## src/common/cal_pkg.sv

```systemverilog
// Constants, register map and types shared by the calendar clock design
//
// Summary of operation
// - 16-bit base counter counts oscillator clocks
// - Calibration stage makes the one-second tick
// - Seconds count 0 to 59, wrap, carry
// - Minutes count 0 to 59 on seconds carry
// - Hours count 0 to 23 on minutes carry
// - Day counts from 1 to month length
// - Month length 31, 30, 29 or 28
// - Leap: by four, not hundred, except four hundred
// - Weekday counts 0 to 6 per day
// - Month counts 1 to 12, carries to year
// - Year counts 0 to 99, carries to century
// - Century counts 0 (2000) to 7 (2700)
// - Stopping clears the time counters
// - Stopping returns day to one
// - Run bit starts and halts counting
// - Writes load only while stopped; reads live
// - Count-up flag set on change, cleared by zero
// - Interrupt flag set each period; zero clears
// - Period select: second, minute, hour, day
// - Enable and flag raise interrupt and wake
// - Counting continues in halt and hold modes
`default_nettype none

package cal_pkg;

   localparam int          ADDR_W = 20;

   // Register indices; byte address is four times the index
   localparam logic [15:0] IDX_CTRL  = 16'h7EF0;
   localparam logic [15:0] IDX_SEC   = 16'h7EF1;
   localparam logic [15:0] IDX_MIN   = 16'h7EF2;
   localparam logic [15:0] IDX_HOUR  = 16'h7EF3;
   localparam logic [15:0] IDX_DAY   = 16'h7EF4;
   localparam logic [15:0] IDX_WDAY  = 16'h7EF5;
   localparam logic [15:0] IDX_MON   = 16'h7EF6;
   localparam logic [15:0] IDX_YEAR  = 16'h7EF7;
   localparam logic [15:0] IDX_CENT  = 16'h7EF8;
   localparam logic [15:0] IDX_CALIB = 16'h7EF9;
   localparam logic [15:0] IDX_BASE  = 16'h7EFA;

   // Control field positions
   localparam int CTRL_RUN_BIT = 7;
   localparam int CTRL_UPF_BIT = 6;
   localparam int CTRL_IRQ_BIT = 5;
   localparam int CTRL_IE_BIT  = 4;
   localparam int CTRL_SEL_HI  = 3;
   localparam int CTRL_SEL_LO  = 2;

   // Reset and initial values
   localparam logic [5:0]  SEC_RST   = 6'h00;
   localparam logic [5:0]  MIN_RST   = 6'h00;
   localparam logic [4:0]  HOUR_RST  = 5'h00;
   localparam logic [4:0]  DAY_RST   = 5'h01;
   localparam logic [2:0]  WDAY_RST  = 3'h0;
   localparam logic [3:0]  MON_RST   = 4'h1;
   localparam logic [6:0]  YEAR_RST  = 7'h00;
   localparam logic [2:0]  CENT_RST  = 3'h0;
   localparam logic [15:0] BASE_RST  = 16'h0000;
   localparam logic [15:0] CALIB_RST = 16'h7FFF;

   // Counter limits
   localparam logic [5:0]  SEC_MAX  = 6'h3B;
   localparam logic [5:0]  MIN_MAX  = 6'h3B;
   localparam logic [4:0]  HOUR_MAX = 5'h17;
   localparam logic [2:0]  WDAY_MAX = 3'h6;
   localparam logic [3:0]  MON_MAX  = 4'hC;
   localparam logic [6:0]  YEAR_MAX = 7'h63;
   localparam logic [3:0]  MON_FEB  = 4'h2;
   localparam logic [4:0]  DAYS_31  = 5'h1F;
   localparam logic [4:0]  DAYS_30  = 5'h1E;
   localparam logic [4:0]  DAYS_29  = 5'h1D;
   localparam logic [4:0]  DAYS_28  = 5'h1C;

   localparam logic [1:0]  RESP_OKAY   = 2'b00;
   localparam logic [1:0]  RESP_SLVERR = 2'b10;

   typedef enum logic [1:0] {
      PER_SEC,
      PER_MIN,
      PER_HOUR,
      PER_DAY
   } cal_period_t;

   typedef enum logic [3:0] {
      REG_CTRL, REG_SEC, REG_MIN, REG_HOUR, REG_DAY, REG_WDAY,
      REG_MON, REG_YEAR, REG_CENT, REG_CALIB, REG_BASE, REG_NONE
   } cal_reg_t;

endpackage : cal_pkg

`default_nettype wire

```

## src/common/cal_if.sv

```systemverilog
// Link between the register core and the seconds tick generator
`timescale 1ns/100ps
`default_nettype none

interface cal_if;
   logic        run;
   logic [15:0] period;
   logic        tick;
   logic [15:0] base;

   modport gen  (input run, input period, output tick, output base);
   modport core (output run, output period, input tick, input base);
endinterface : cal_if

`default_nettype wire

```

## src/cal_rtc_top.sv

```systemverilog
// Calendar clock counters with AXI4-Lite register access
`timescale 1ns/100ps
`default_nettype none

module cal_rtc_top
   import cal_pkg::*;
(
   input  wire logic              I_CORE_CLK,
   input  wire logic              I_SYS_RST,
   input  wire logic              I_OSC_TICK,
   input  wire logic [ADDR_W-1:0] I_S_AXI_AWADDR,
   input  wire logic              I_S_AXI_AWVALID,
   output logic                   O_S_AXI_AWREADY,
   input  wire logic [31:0]       I_S_AXI_WDATA,
   input  wire logic [3:0]        I_S_AXI_WSTRB,
   input  wire logic              I_S_AXI_WVALID,
   output logic                   O_S_AXI_WREADY,
   output logic [1:0]             O_S_AXI_BRESP,
   output logic                   O_S_AXI_BVALID,
   input  wire logic              I_S_AXI_BREADY,
   input  wire logic [ADDR_W-1:0] I_S_AXI_ARADDR,
   input  wire logic              I_S_AXI_ARVALID,
   output logic                   O_S_AXI_ARREADY,
   output logic [31:0]            O_S_AXI_RDATA,
   output logic [1:0]             O_S_AXI_RRESP,
   output logic                   O_S_AXI_RVALID,
   input  wire logic              I_S_AXI_RREADY,
   output logic                   O_IRQ,
   output logic                   O_WAKE
);

   // ----------------------------------------------------------------
   // Address decode
   // ----------------------------------------------------------------

   function automatic cal_reg_t decode(input logic [ADDR_W-1:0] a);
      logic [17:0] w;
      w = a[ADDR_W-1:2];
      decode = REG_NONE;
      if (a[1:0] == 2'b00) begin
         case (w)
            {2'b00, IDX_CTRL}:  decode = REG_CTRL;
            {2'b00, IDX_SEC}:   decode = REG_SEC;
            {2'b00, IDX_MIN}:   decode = REG_MIN;
            {2'b00, IDX_HOUR}:  decode = REG_HOUR;
            {2'b00, IDX_DAY}:   decode = REG_DAY;
            {2'b00, IDX_WDAY}:  decode = REG_WDAY;
            {2'b00, IDX_MON}:   decode = REG_MON;
            {2'b00, IDX_YEAR}:  decode = REG_YEAR;
            {2'b00, IDX_CENT}:  decode = REG_CENT;
            {2'b00, IDX_CALIB}: decode = REG_CALIB;
            {2'b00, IDX_BASE}:  decode = REG_BASE;
            default:            decode = REG_NONE;
         endcase
      end
   endfunction : decode

   // ----------------------------------------------------------------
   // Month length
   // ----------------------------------------------------------------

   function automatic logic [4:0] last_day(
      input logic [3:0] mon,
      input logic [6:0] yr,
      input logic [2:0] cen
   );
      logic leap;
      // Year 00 of a century is a multiple of 100; of 400 when cen is 0 or 4
      leap = (yr[1:0] == 2'b00) && ((yr != 7'h00) || (cen[1:0] == 2'b00));
      case (mon)
         4'h4, 4'h6, 4'h9, 4'hB: last_day = DAYS_30;
         MON_FEB:                last_day = leap ? DAYS_29 : DAYS_28;
         default:                last_day = DAYS_31;
      endcase
   endfunction : last_day

   // ----------------------------------------------------------------
   // Declarations
   // ----------------------------------------------------------------

   cal_if tk ();

   logic              aw_full_q;
   logic [ADDR_W-1:0] aw_addr_q;
   logic              w_full_q;
   logic [7:0]        w_byte_q;
   logic              w_lane_q;
   logic              bvalid_q;
   logic [1:0]        bresp_q;
   logic              rvalid_q;
   logic [31:0]       rdata_q;
   logic [1:0]        rresp_q;

   logic              run_q;
   logic              upf_q;
   logic              irqf_q;
   logic              ie_q;
   logic [1:0]        sel_q;
   logic [15:0]       calib_q;

   logic [5:0]        sec_q;
   logic [5:0]        min_q;
   logic [4:0]        hour_q;
   logic [4:0]        day_q;
   logic [2:0]        wday_q;
   logic [3:0]        mon_q;
   logic [6:0]        year_q;
   logic [2:0]        cent_q;

   logic              wr_fire;
   logic              wr_en;
   cal_reg_t          wr_sel;
   cal_reg_t          rd_sel;
   logic              ctrl_wr;
   logic              ld_en;
   logic              stop_evt;
   logic [7:0]        ctrl_rd;
   logic [31:0]       rdata_d;

   logic              tick;
   logic              c_sec;
   logic              c_min;
   logic              c_hour;
   logic              c_day;
   logic              c_mon;
   logic              c_year;
   logic              per_evt;

   // ----------------------------------------------------------------
   // Write channel
   // ----------------------------------------------------------------

   assign O_S_AXI_AWREADY = !aw_full_q;
   assign O_S_AXI_WREADY  = !w_full_q;
   assign wr_fire         = aw_full_q && w_full_q && !bvalid_q;
   assign wr_sel          = decode(aw_addr_q);
   // Registers sit in byte lane 0; a write without that lane stores nothing
   assign wr_en           = wr_fire && w_lane_q;

   always_ff @(posedge I_CORE_CLK) begin
      if (I_SYS_RST) begin
         aw_full_q <= 1'b0;
         aw_addr_q <= '0;
      end else if (I_S_AXI_AWVALID && !aw_full_q) begin
         aw_full_q <= 1'b1;
         aw_addr_q <= I_S_AXI_AWADDR;
      end else if (wr_fire) begin
         aw_full_q <= 1'b0;
      end
   end

   always_ff @(posedge I_CORE_CLK) begin
      if (I_SYS_RST) begin
         w_full_q <= 1'b0;
         w_byte_q <= 8'h00;
         w_lane_q <= 1'b0;
      end else if (I_S_AXI_WVALID && !w_full_q) begin
         w_full_q <= 1'b1;
         w_byte_q <= I_S_AXI_WDATA[7:0];
         w_lane_q <= I_S_AXI_WSTRB[0];
      end else if (wr_fire) begin
         w_full_q <= 1'b0;
      end
   end

   always_ff @(posedge I_CORE_CLK) begin
      if (I_SYS_RST) begin
         bvalid_q <= 1'b0;
         bresp_q  <= RESP_OKAY;
      end else if (wr_fire) begin
         bvalid_q <= 1'b1;
         bresp_q  <= (wr_sel == REG_NONE) ? RESP_SLVERR : RESP_OKAY;
      end else if (I_S_AXI_BREADY) begin
         bvalid_q <= 1'b0;
      end
   end

   assign O_S_AXI_BVALID = bvalid_q;
   assign O_S_AXI_BRESP  = bresp_q;

   // ----------------------------------------------------------------
   // Control register
   // ----------------------------------------------------------------

   assign ctrl_wr  = wr_en && (wr_sel == REG_CTRL);
   assign stop_evt = ctrl_wr && run_q && !w_byte_q[CTRL_RUN_BIT];
   // Counter loads are ignored while running
   assign ld_en    = wr_en && !run_q;

   always_ff @(posedge I_CORE_CLK) begin
      if (I_SYS_RST) begin
         run_q <= 1'b0;
         ie_q  <= 1'b0;
         sel_q <= 2'b00;
      end else if (ctrl_wr) begin
         run_q <= w_byte_q[CTRL_RUN_BIT];
         ie_q  <= w_byte_q[CTRL_IE_BIT];
         sel_q <= w_byte_q[CTRL_SEL_HI:CTRL_SEL_LO];
      end
   end

   // Writing one leaves a flag alone; a set in the clearing cycle wins
   always_ff @(posedge I_CORE_CLK) begin
      if (I_SYS_RST) begin
         upf_q <= 1'b0;
      end else begin
         upf_q <= (upf_q & ~(ctrl_wr & ~w_byte_q[CTRL_UPF_BIT])) | tick;
      end
   end

   always_ff @(posedge I_CORE_CLK) begin
      if (I_SYS_RST) begin
         irqf_q <= 1'b0;
      end else begin
         irqf_q <= (irqf_q & ~(ctrl_wr & ~w_byte_q[CTRL_IRQ_BIT])) | per_evt;
      end
   end

   always_ff @(posedge I_CORE_CLK) begin
      if (I_SYS_RST) begin
         calib_q <= CALIB_RST;
      end else if (wr_en && (wr_sel == REG_CALIB) && !run_q) begin
         calib_q <= {8'h00, w_byte_q};
      end
   end

   assign O_IRQ  = ie_q & irqf_q;
   assign O_WAKE = ie_q & irqf_q;

   // ----------------------------------------------------------------
   // Seconds tick source
   // ----------------------------------------------------------------

   assign tk.run    = run_q;
   assign tk.period = calib_q;

   cal_tick_gen u_tick (
      .i_clk      (I_CORE_CLK),
      .i_rst      (I_SYS_RST),
      .i_osc_tick (I_OSC_TICK),
      .tk         (tk.gen)
   );

   // No low-power gating here: the chain keeps counting in halt and hold
   assign tick = tk.tick & run_q;

   // ----------------------------------------------------------------
   // Carry chain
   // ----------------------------------------------------------------

   assign c_sec  = tick && (sec_q >= SEC_MAX);
   assign c_min  = c_sec && (min_q >= MIN_MAX);
   assign c_hour = c_min && (hour_q >= HOUR_MAX);
   assign c_day  = c_hour && (day_q >= last_day(mon_q, year_q, cent_q));
   assign c_mon  = c_day && (mon_q >= MON_MAX);
   assign c_year = c_mon && (year_q >= YEAR_MAX);

   always_comb begin
      case (cal_period_t'(sel_q))
         PER_SEC:  per_evt = tick;
         PER_MIN:  per_evt = c_sec;
         PER_HOUR: per_evt = c_min;
         PER_DAY:  per_evt = c_hour;
         default:  per_evt = 1'b0;
      endcase
   end

   // ----------------------------------------------------------------
   // Calendar counters
   // ----------------------------------------------------------------

   always_ff @(posedge I_CORE_CLK) begin
      if (I_SYS_RST || stop_evt) begin
         sec_q  <= SEC_RST;
         min_q  <= MIN_RST;
         hour_q <= HOUR_RST;
         day_q  <= DAY_RST;
         wday_q <= WDAY_RST;
         mon_q  <= MON_RST;
         year_q <= YEAR_RST;
         cent_q <= CENT_RST;
      end else if (ld_en) begin
         // Only the implemented low bits are taken
         case (wr_sel)
            REG_SEC:  sec_q  <= w_byte_q[5:0];
            REG_MIN:  min_q  <= w_byte_q[5:0];
            REG_HOUR: hour_q <= w_byte_q[4:0];
            REG_DAY:  day_q  <= w_byte_q[4:0];
            REG_WDAY: wday_q <= w_byte_q[2:0];
            REG_MON:  mon_q  <= w_byte_q[3:0];
            REG_YEAR: year_q <= w_byte_q[6:0];
            REG_CENT: cent_q <= w_byte_q[2:0];
            default:  sec_q  <= sec_q;
         endcase
      end else if (tick) begin
         sec_q <= c_sec ? SEC_RST : sec_q + 6'h01;
         if (c_sec) begin
            min_q <= c_min ? MIN_RST : min_q + 6'h01;
         end
         if (c_min) begin
            hour_q <= c_hour ? HOUR_RST : hour_q + 5'h01;
         end
         if (c_hour) begin
            day_q  <= c_day ? DAY_RST : day_q + 5'h01;
            wday_q <= (wday_q >= WDAY_MAX) ? WDAY_RST : wday_q + 3'h1;
         end
         if (c_day) begin
            mon_q <= c_mon ? MON_RST : mon_q + 4'h1;
         end
         if (c_mon) begin
            year_q <= c_year ? YEAR_RST : year_q + 7'h01;
         end
         if (c_year) begin
            cent_q <= cent_q + 3'h1;
         end
      end
   end

   // ----------------------------------------------------------------
   // Read channel
   // ----------------------------------------------------------------

   assign rd_sel  = decode(I_S_AXI_ARADDR);
   // Bits 1:0 are not stored, so they always read back as zero
   assign ctrl_rd = {run_q, upf_q, irqf_q, ie_q, sel_q, 2'b00};

   always_comb begin
      case (rd_sel)
         REG_CTRL:  rdata_d = {24'h00_0000, ctrl_rd};
         REG_SEC:   rdata_d = {26'h000_0000, sec_q};
         REG_MIN:   rdata_d = {26'h000_0000, min_q};
         REG_HOUR:  rdata_d = {27'h000_0000, hour_q};
         REG_DAY:   rdata_d = {27'h000_0000, day_q};
         REG_WDAY:  rdata_d = {29'h0000_0000, wday_q};
         REG_MON:   rdata_d = {28'h000_0000, mon_q};
         REG_YEAR:  rdata_d = {25'h000_0000, year_q};
         REG_CENT:  rdata_d = {29'h0000_0000, cent_q};
         REG_CALIB: rdata_d = {16'h0000, calib_q};
         REG_BASE:  rdata_d = {16'h0000, tk.base};
         default:   rdata_d = 32'h0000_0000;
      endcase
   end

   assign O_S_AXI_ARREADY = !rvalid_q;

   always_ff @(posedge I_CORE_CLK) begin
      if (I_SYS_RST) begin
         rvalid_q <= 1'b0;
         rdata_q  <= 32'h0000_0000;
         rresp_q  <= RESP_OKAY;
      end else if (I_S_AXI_ARVALID && !rvalid_q) begin
         rvalid_q <= 1'b1;
         rdata_q  <= rdata_d;
         rresp_q  <= (rd_sel == REG_NONE) ? RESP_SLVERR : RESP_OKAY;
      end else if (I_S_AXI_RREADY) begin
         rvalid_q <= 1'b0;
      end
   end

   assign O_S_AXI_RVALID = rvalid_q;
   assign O_S_AXI_RDATA  = rdata_q;
   assign O_S_AXI_RRESP  = rresp_q;

endmodule : cal_rtc_top

`default_nettype wire

```

## src/cal_tick_gen.sv

```systemverilog
// Base counter and calibrated seconds tick generator
`timescale 1ns/100ps
`default_nettype none

module cal_tick_gen
   import cal_pkg::*;
(
   input  wire logic i_clk,
   input  wire logic i_rst,
   input  wire logic i_osc_tick,
   cal_if.gen        tk
);

   logic [15:0] base_q;
   logic        tick_q;
   logic        at_end;

   assign at_end = (base_q >= tk.period);

   // Held at zero while stopped so the first second after start is whole
   always_ff @(posedge i_clk) begin
      if (i_rst || !tk.run) begin
         base_q <= BASE_RST;
      end else if (i_osc_tick) begin
         base_q <= at_end ? BASE_RST : base_q + 16'h0001;
      end
   end

   always_ff @(posedge i_clk) begin
      if (i_rst) begin
         tick_q <= 1'b0;
      end else begin
         tick_q <= tk.run & i_osc_tick & at_end;
      end
   end

   assign tk.tick = tick_q;
   assign tk.base = base_q;

endmodule : cal_tick_gen

`default_nettype wire

```

## config.mk

```make
export PLATFORM = sky130hd
export DESIGN_NAME = cal_rtc_top
export DESIGN_NICKNAME = d
export VERILOG_FILES = /design/src/common/cal_pkg.sv /design/src/common/cal_if.sv /design/src/cal_rtc_top.sv /design/src/cal_tick_gen.sv
export SDC_FILE = /design/constraint.sdc
export NUM_CORES = 1
export LEC_CHECK = 0
export BUFFER_PORTS_ARGS = -buffer_cell sky130_fd_sc_hd__buf_2
export CAP_MARGIN = 40
export CORE_MARGIN = 4
export CORE_UTILIZATION = 40
export DETAILED_ROUTE_END_ITERATION = 10
export PLACE_DENSITY = 0.62
export SETUP_SLACK_MARGIN = 0.3
export SYNTH_ARGS = -nofsm -noshare
export SYNTH_HDL_FRONTEND = slang
export SYNTH_SLANG_ARGS = --single-unit
export TNS_END_PERCENT = 10
```

## constraint.sdc

```tcl
create_clock -name I_CORE_CLK -period 3.4 [get_ports I_CORE_CLK]
set_input_delay 0.17 -clock I_CORE_CLK [delete_from_list [all_inputs] [get_ports I_CORE_CLK]]
set_output_delay 0.17 -clock I_CORE_CLK [all_outputs]
set_load 0.01 [all_outputs]
```

==> results_dict.tcl <==
set metrics [dict create \
    async_flop_share_pct 0 \
    final_cell_area_um2 8289 \
    grt_pass1_vias 6166 \
    power.internal_w 0.002765 \
    clockBufferDepth 2 \
    synth.area.top_cells "dfxtp_1, nand2_1, ha_1" \
    clock_latency_ns 0.42 \
    synth_top_area_share_pct 35.57 \
    dp_hpwl_um 14350 \
    synth.distinct_cells 77 \
    placed_area_um2 7375 \
    crit_path_end_kind "register" \
    skew_ns 0.009616 \
    worstMarginPinSlew_ns 0.8227 \
    fmax_ghz 0.3433 \
    cts_buffers 17 \
    critPathLaunchType "register" \
    drive_above_1_share_pct 16.09 \
    cts-root-buf "clkbuf_16" \
    synthMuxAreaShare_pct 3.790 \
    post-route-drc-count 0 \
    finalHoldViolCount 0 \
    ys_seq_area_share_pct 35.57 \
    die_h_um 139.0 \
    synthAdderAreaFrac_pct 5.649 \
    wl_met1_um 9451 \
    required_ns 3.71 \
    ys_ff_latch 122 \
    grt_usage_pct 20.67 \
    grt_pass1_wl_um 32570 \
    drtPass1Iterations 5 \
    synth_compound_area_share_pct 23.23 \
    core_um2 16700 \
    cts_tree "built" \
    grt_start_max_net_pins 54 \
    pwr-share-seq_pct 40.9 \
    path_class "reg2reg" \
    rsz0062_at_grt "false" \
    combPwrFrac_pct 6.2 \
    dp_slack_ns 0.2835 \
    maxCapViolCount 0 \
    fin_setup_tns_ns 0 \
    p_per_area_nw_per_um2 437.0 \
    antenna_found_initial 0 \
    nets 1053 \
    slew_headroom_pct 44.91 \
    synth_area_leader_cell "dfxtp_1" \
    cp.arrival_ns 3.22 \
    fin_crit_sh_pct 85.68 \
    yosys-top-cells-count "dfxtp_1, nand2_1, nor2_1, a21oi_1, o21ai_0" \
    ctsHtreeMaxLevel 4 \
    rows 47 \
    clkTransAtPathRegs_ns 0.06 \
    overflow 0 \
    met2_length_um 8797 \
    yosys.cell_count.top_type "dfxtp_1" \
    p_switching_w 0.0008576 \
    wl_per_cell_um 17.15 \
    peakVddDrop_uv 350.8 \
    synth_xor_area_share_pct 1.913 \
    io_pins 127 \
    final-setup-viol-count 0 \
    numPortBuffers 81 \
    hold_path_class "in2reg" \
    worst_slack_ns 0.4869 \
    routed_via_density 5.584 \
    fin_crit_ns 2.913 \
    finalPower_w 0.003622 \
    top_layer_used "met4" \
    status "finished clean" \
    start_util_pct 41.11 \
    antenna_cells 0 \
    synth-warning-count 0 \
    drtIter0Drc 580 \
    num_vias 6539 \
    finalMaxSlewViolations 0 \
    p_leak_nw 3.432 \
    synth_edf_count 0 \
    die_w_um 139.0 \
    fillers 1656 \
    wl_um 20080 \
    postCtsSetupRepairBufs 0 \
    p_sw_share_pct 23.68 \
    cts.sinks 122 \
    area_growth_pct 20.72 \
    synthFlopType "dfxtp_1" \
    wl_met3_um 1418 \
    clkPwrFrac_pct 52.9 \
    syn_area_um2 6867 \
    synth_simple_gate_area_share_pct 23.29 \
    synth_top_family_by_area "simple AND/OR/NAND/NOR gates" \
    place.gp.congestion 0.8796 \
    syn_inst 845 \
    avgSynthCellArea_um2 8.126 \
    die-area_um2 19330 \
    cp_max_fo 11 \
    ant_nets 0 \
]
## logic make-up (layout without fill, tap and decap cells)
family,Yosys count,in the layout
mux,22,22
fa+ha+maj,31,31
compound gates,239,239
buf+inv,92,181
other cells,1,18
xor+xnor,15,15
simple gates,323,323
flops,122,122
## power groups by stage
| stage | sequential (W) | clock, W | combinational [W] |
|---|---|---|---|
| 2_1_floorplan | 0.00150 | 0 | 0.000142 |
| 3_3_place_gp | 0.00151 | 0 | 0.000200 |
| 3_5_place_dp | 0.00151 | 0 | 0.000201 |
| 4_1_cts | 0.00148 | 0.00194 | 0.000223 |
| 5_1_grt | 0.00148 | 0.00202 | 0.000250 |
| 6_report | 0.00148 | 0.00192 | 0.000225 |
## path summary, 6_finish.rpt
path	slack, ns	cells past startpoint	endpoint	from
max	0.49	10	year_q[3]	year_q[3]
min	0.02	3	aw_addr_q[14]	I_S_AXI_AWADDR[14]
max reg2reg	0.49	10	year_q[3]	year_q[3]
min reg2reg	0.45	2	aw_addr_q[9]	aw_addr_q[9]
## through the flow
| stage | hold slack (ns) | utilization (%) | std cells |
|---|---|---|---|
| floorplan | 0.3060 | - | 862 |
| global route | 0.008148 | 49.63 | 1171 |
| detailed placement | 0.4180 | 44.16 | 1113 |
| CTS | 0.001834 | 49.52 | 1171 |
| finish | 0.01967 | 49.63 | 1171 |
| global placement | 0.4158 | 44.16 | 1113 |
## cell type report
cell class                 instances  area, µm²  share of cell area [%]
inverter                          28      105.1                   1.268
sequential                       122       2442                   29.46
clock inverter                    12      161.4                   1.947
tap                              220      275.3                   3.321
timing repair buffer             121      770.7                   9.298
multi-input combinational        648       4068                   49.07
clock buffer                      20      466.7                   5.630
## critical path: stages, from the launching register on
cell      delay, ns
dfxtp_1        0.37
or3_1          0.41
o41ai_1        0.29
a21oi_1        0.13
ha_1           0.27
nand2b_1       0.15
a21oi_2        0.32
nor4_2         0.11
a32o_2         0.32
and2_1         0.22
a32o_1         0.21
## repair_timing
action                                 CTS  global route
setup endpoints to repair                4             8
endpoints found under the hold margin   26             0
hold buffers                            26             0
gates cloned                             0             0
gates resized for setup                  2             3
## flip-flops by register name, indices dropped and copies added (netlist names), 2 cells and up
register	count
wday_q	3
cent_q	3
mon_q	4
aw_addr_q	20
hour_q	5
O_S_AXI_RDATA	16
year_q	7
min_q	6
day_q	5
u_tick.tk.base	16
w_byte_q	8
calib_q	9
sec_q	6
sel_q	2
## layer usage
layer	global-route usage, %	vias up
li1	-	3221
met1	29.51	3052
met2	30.63	233
met3	5.000	33
met4	6.849	0
met5	0	-
## placed cells by master, fill, tap and decap left out, drive strengths merged, types with 26 or more instances in the layout
master,n
nand3,33
inv,31
nor2,71
a21oi,66
o21ai,41
dlygate4sd3,26
buf,95
nand2,121
ha,31
dfxtp,122
(Power assumes the default switching activity.)
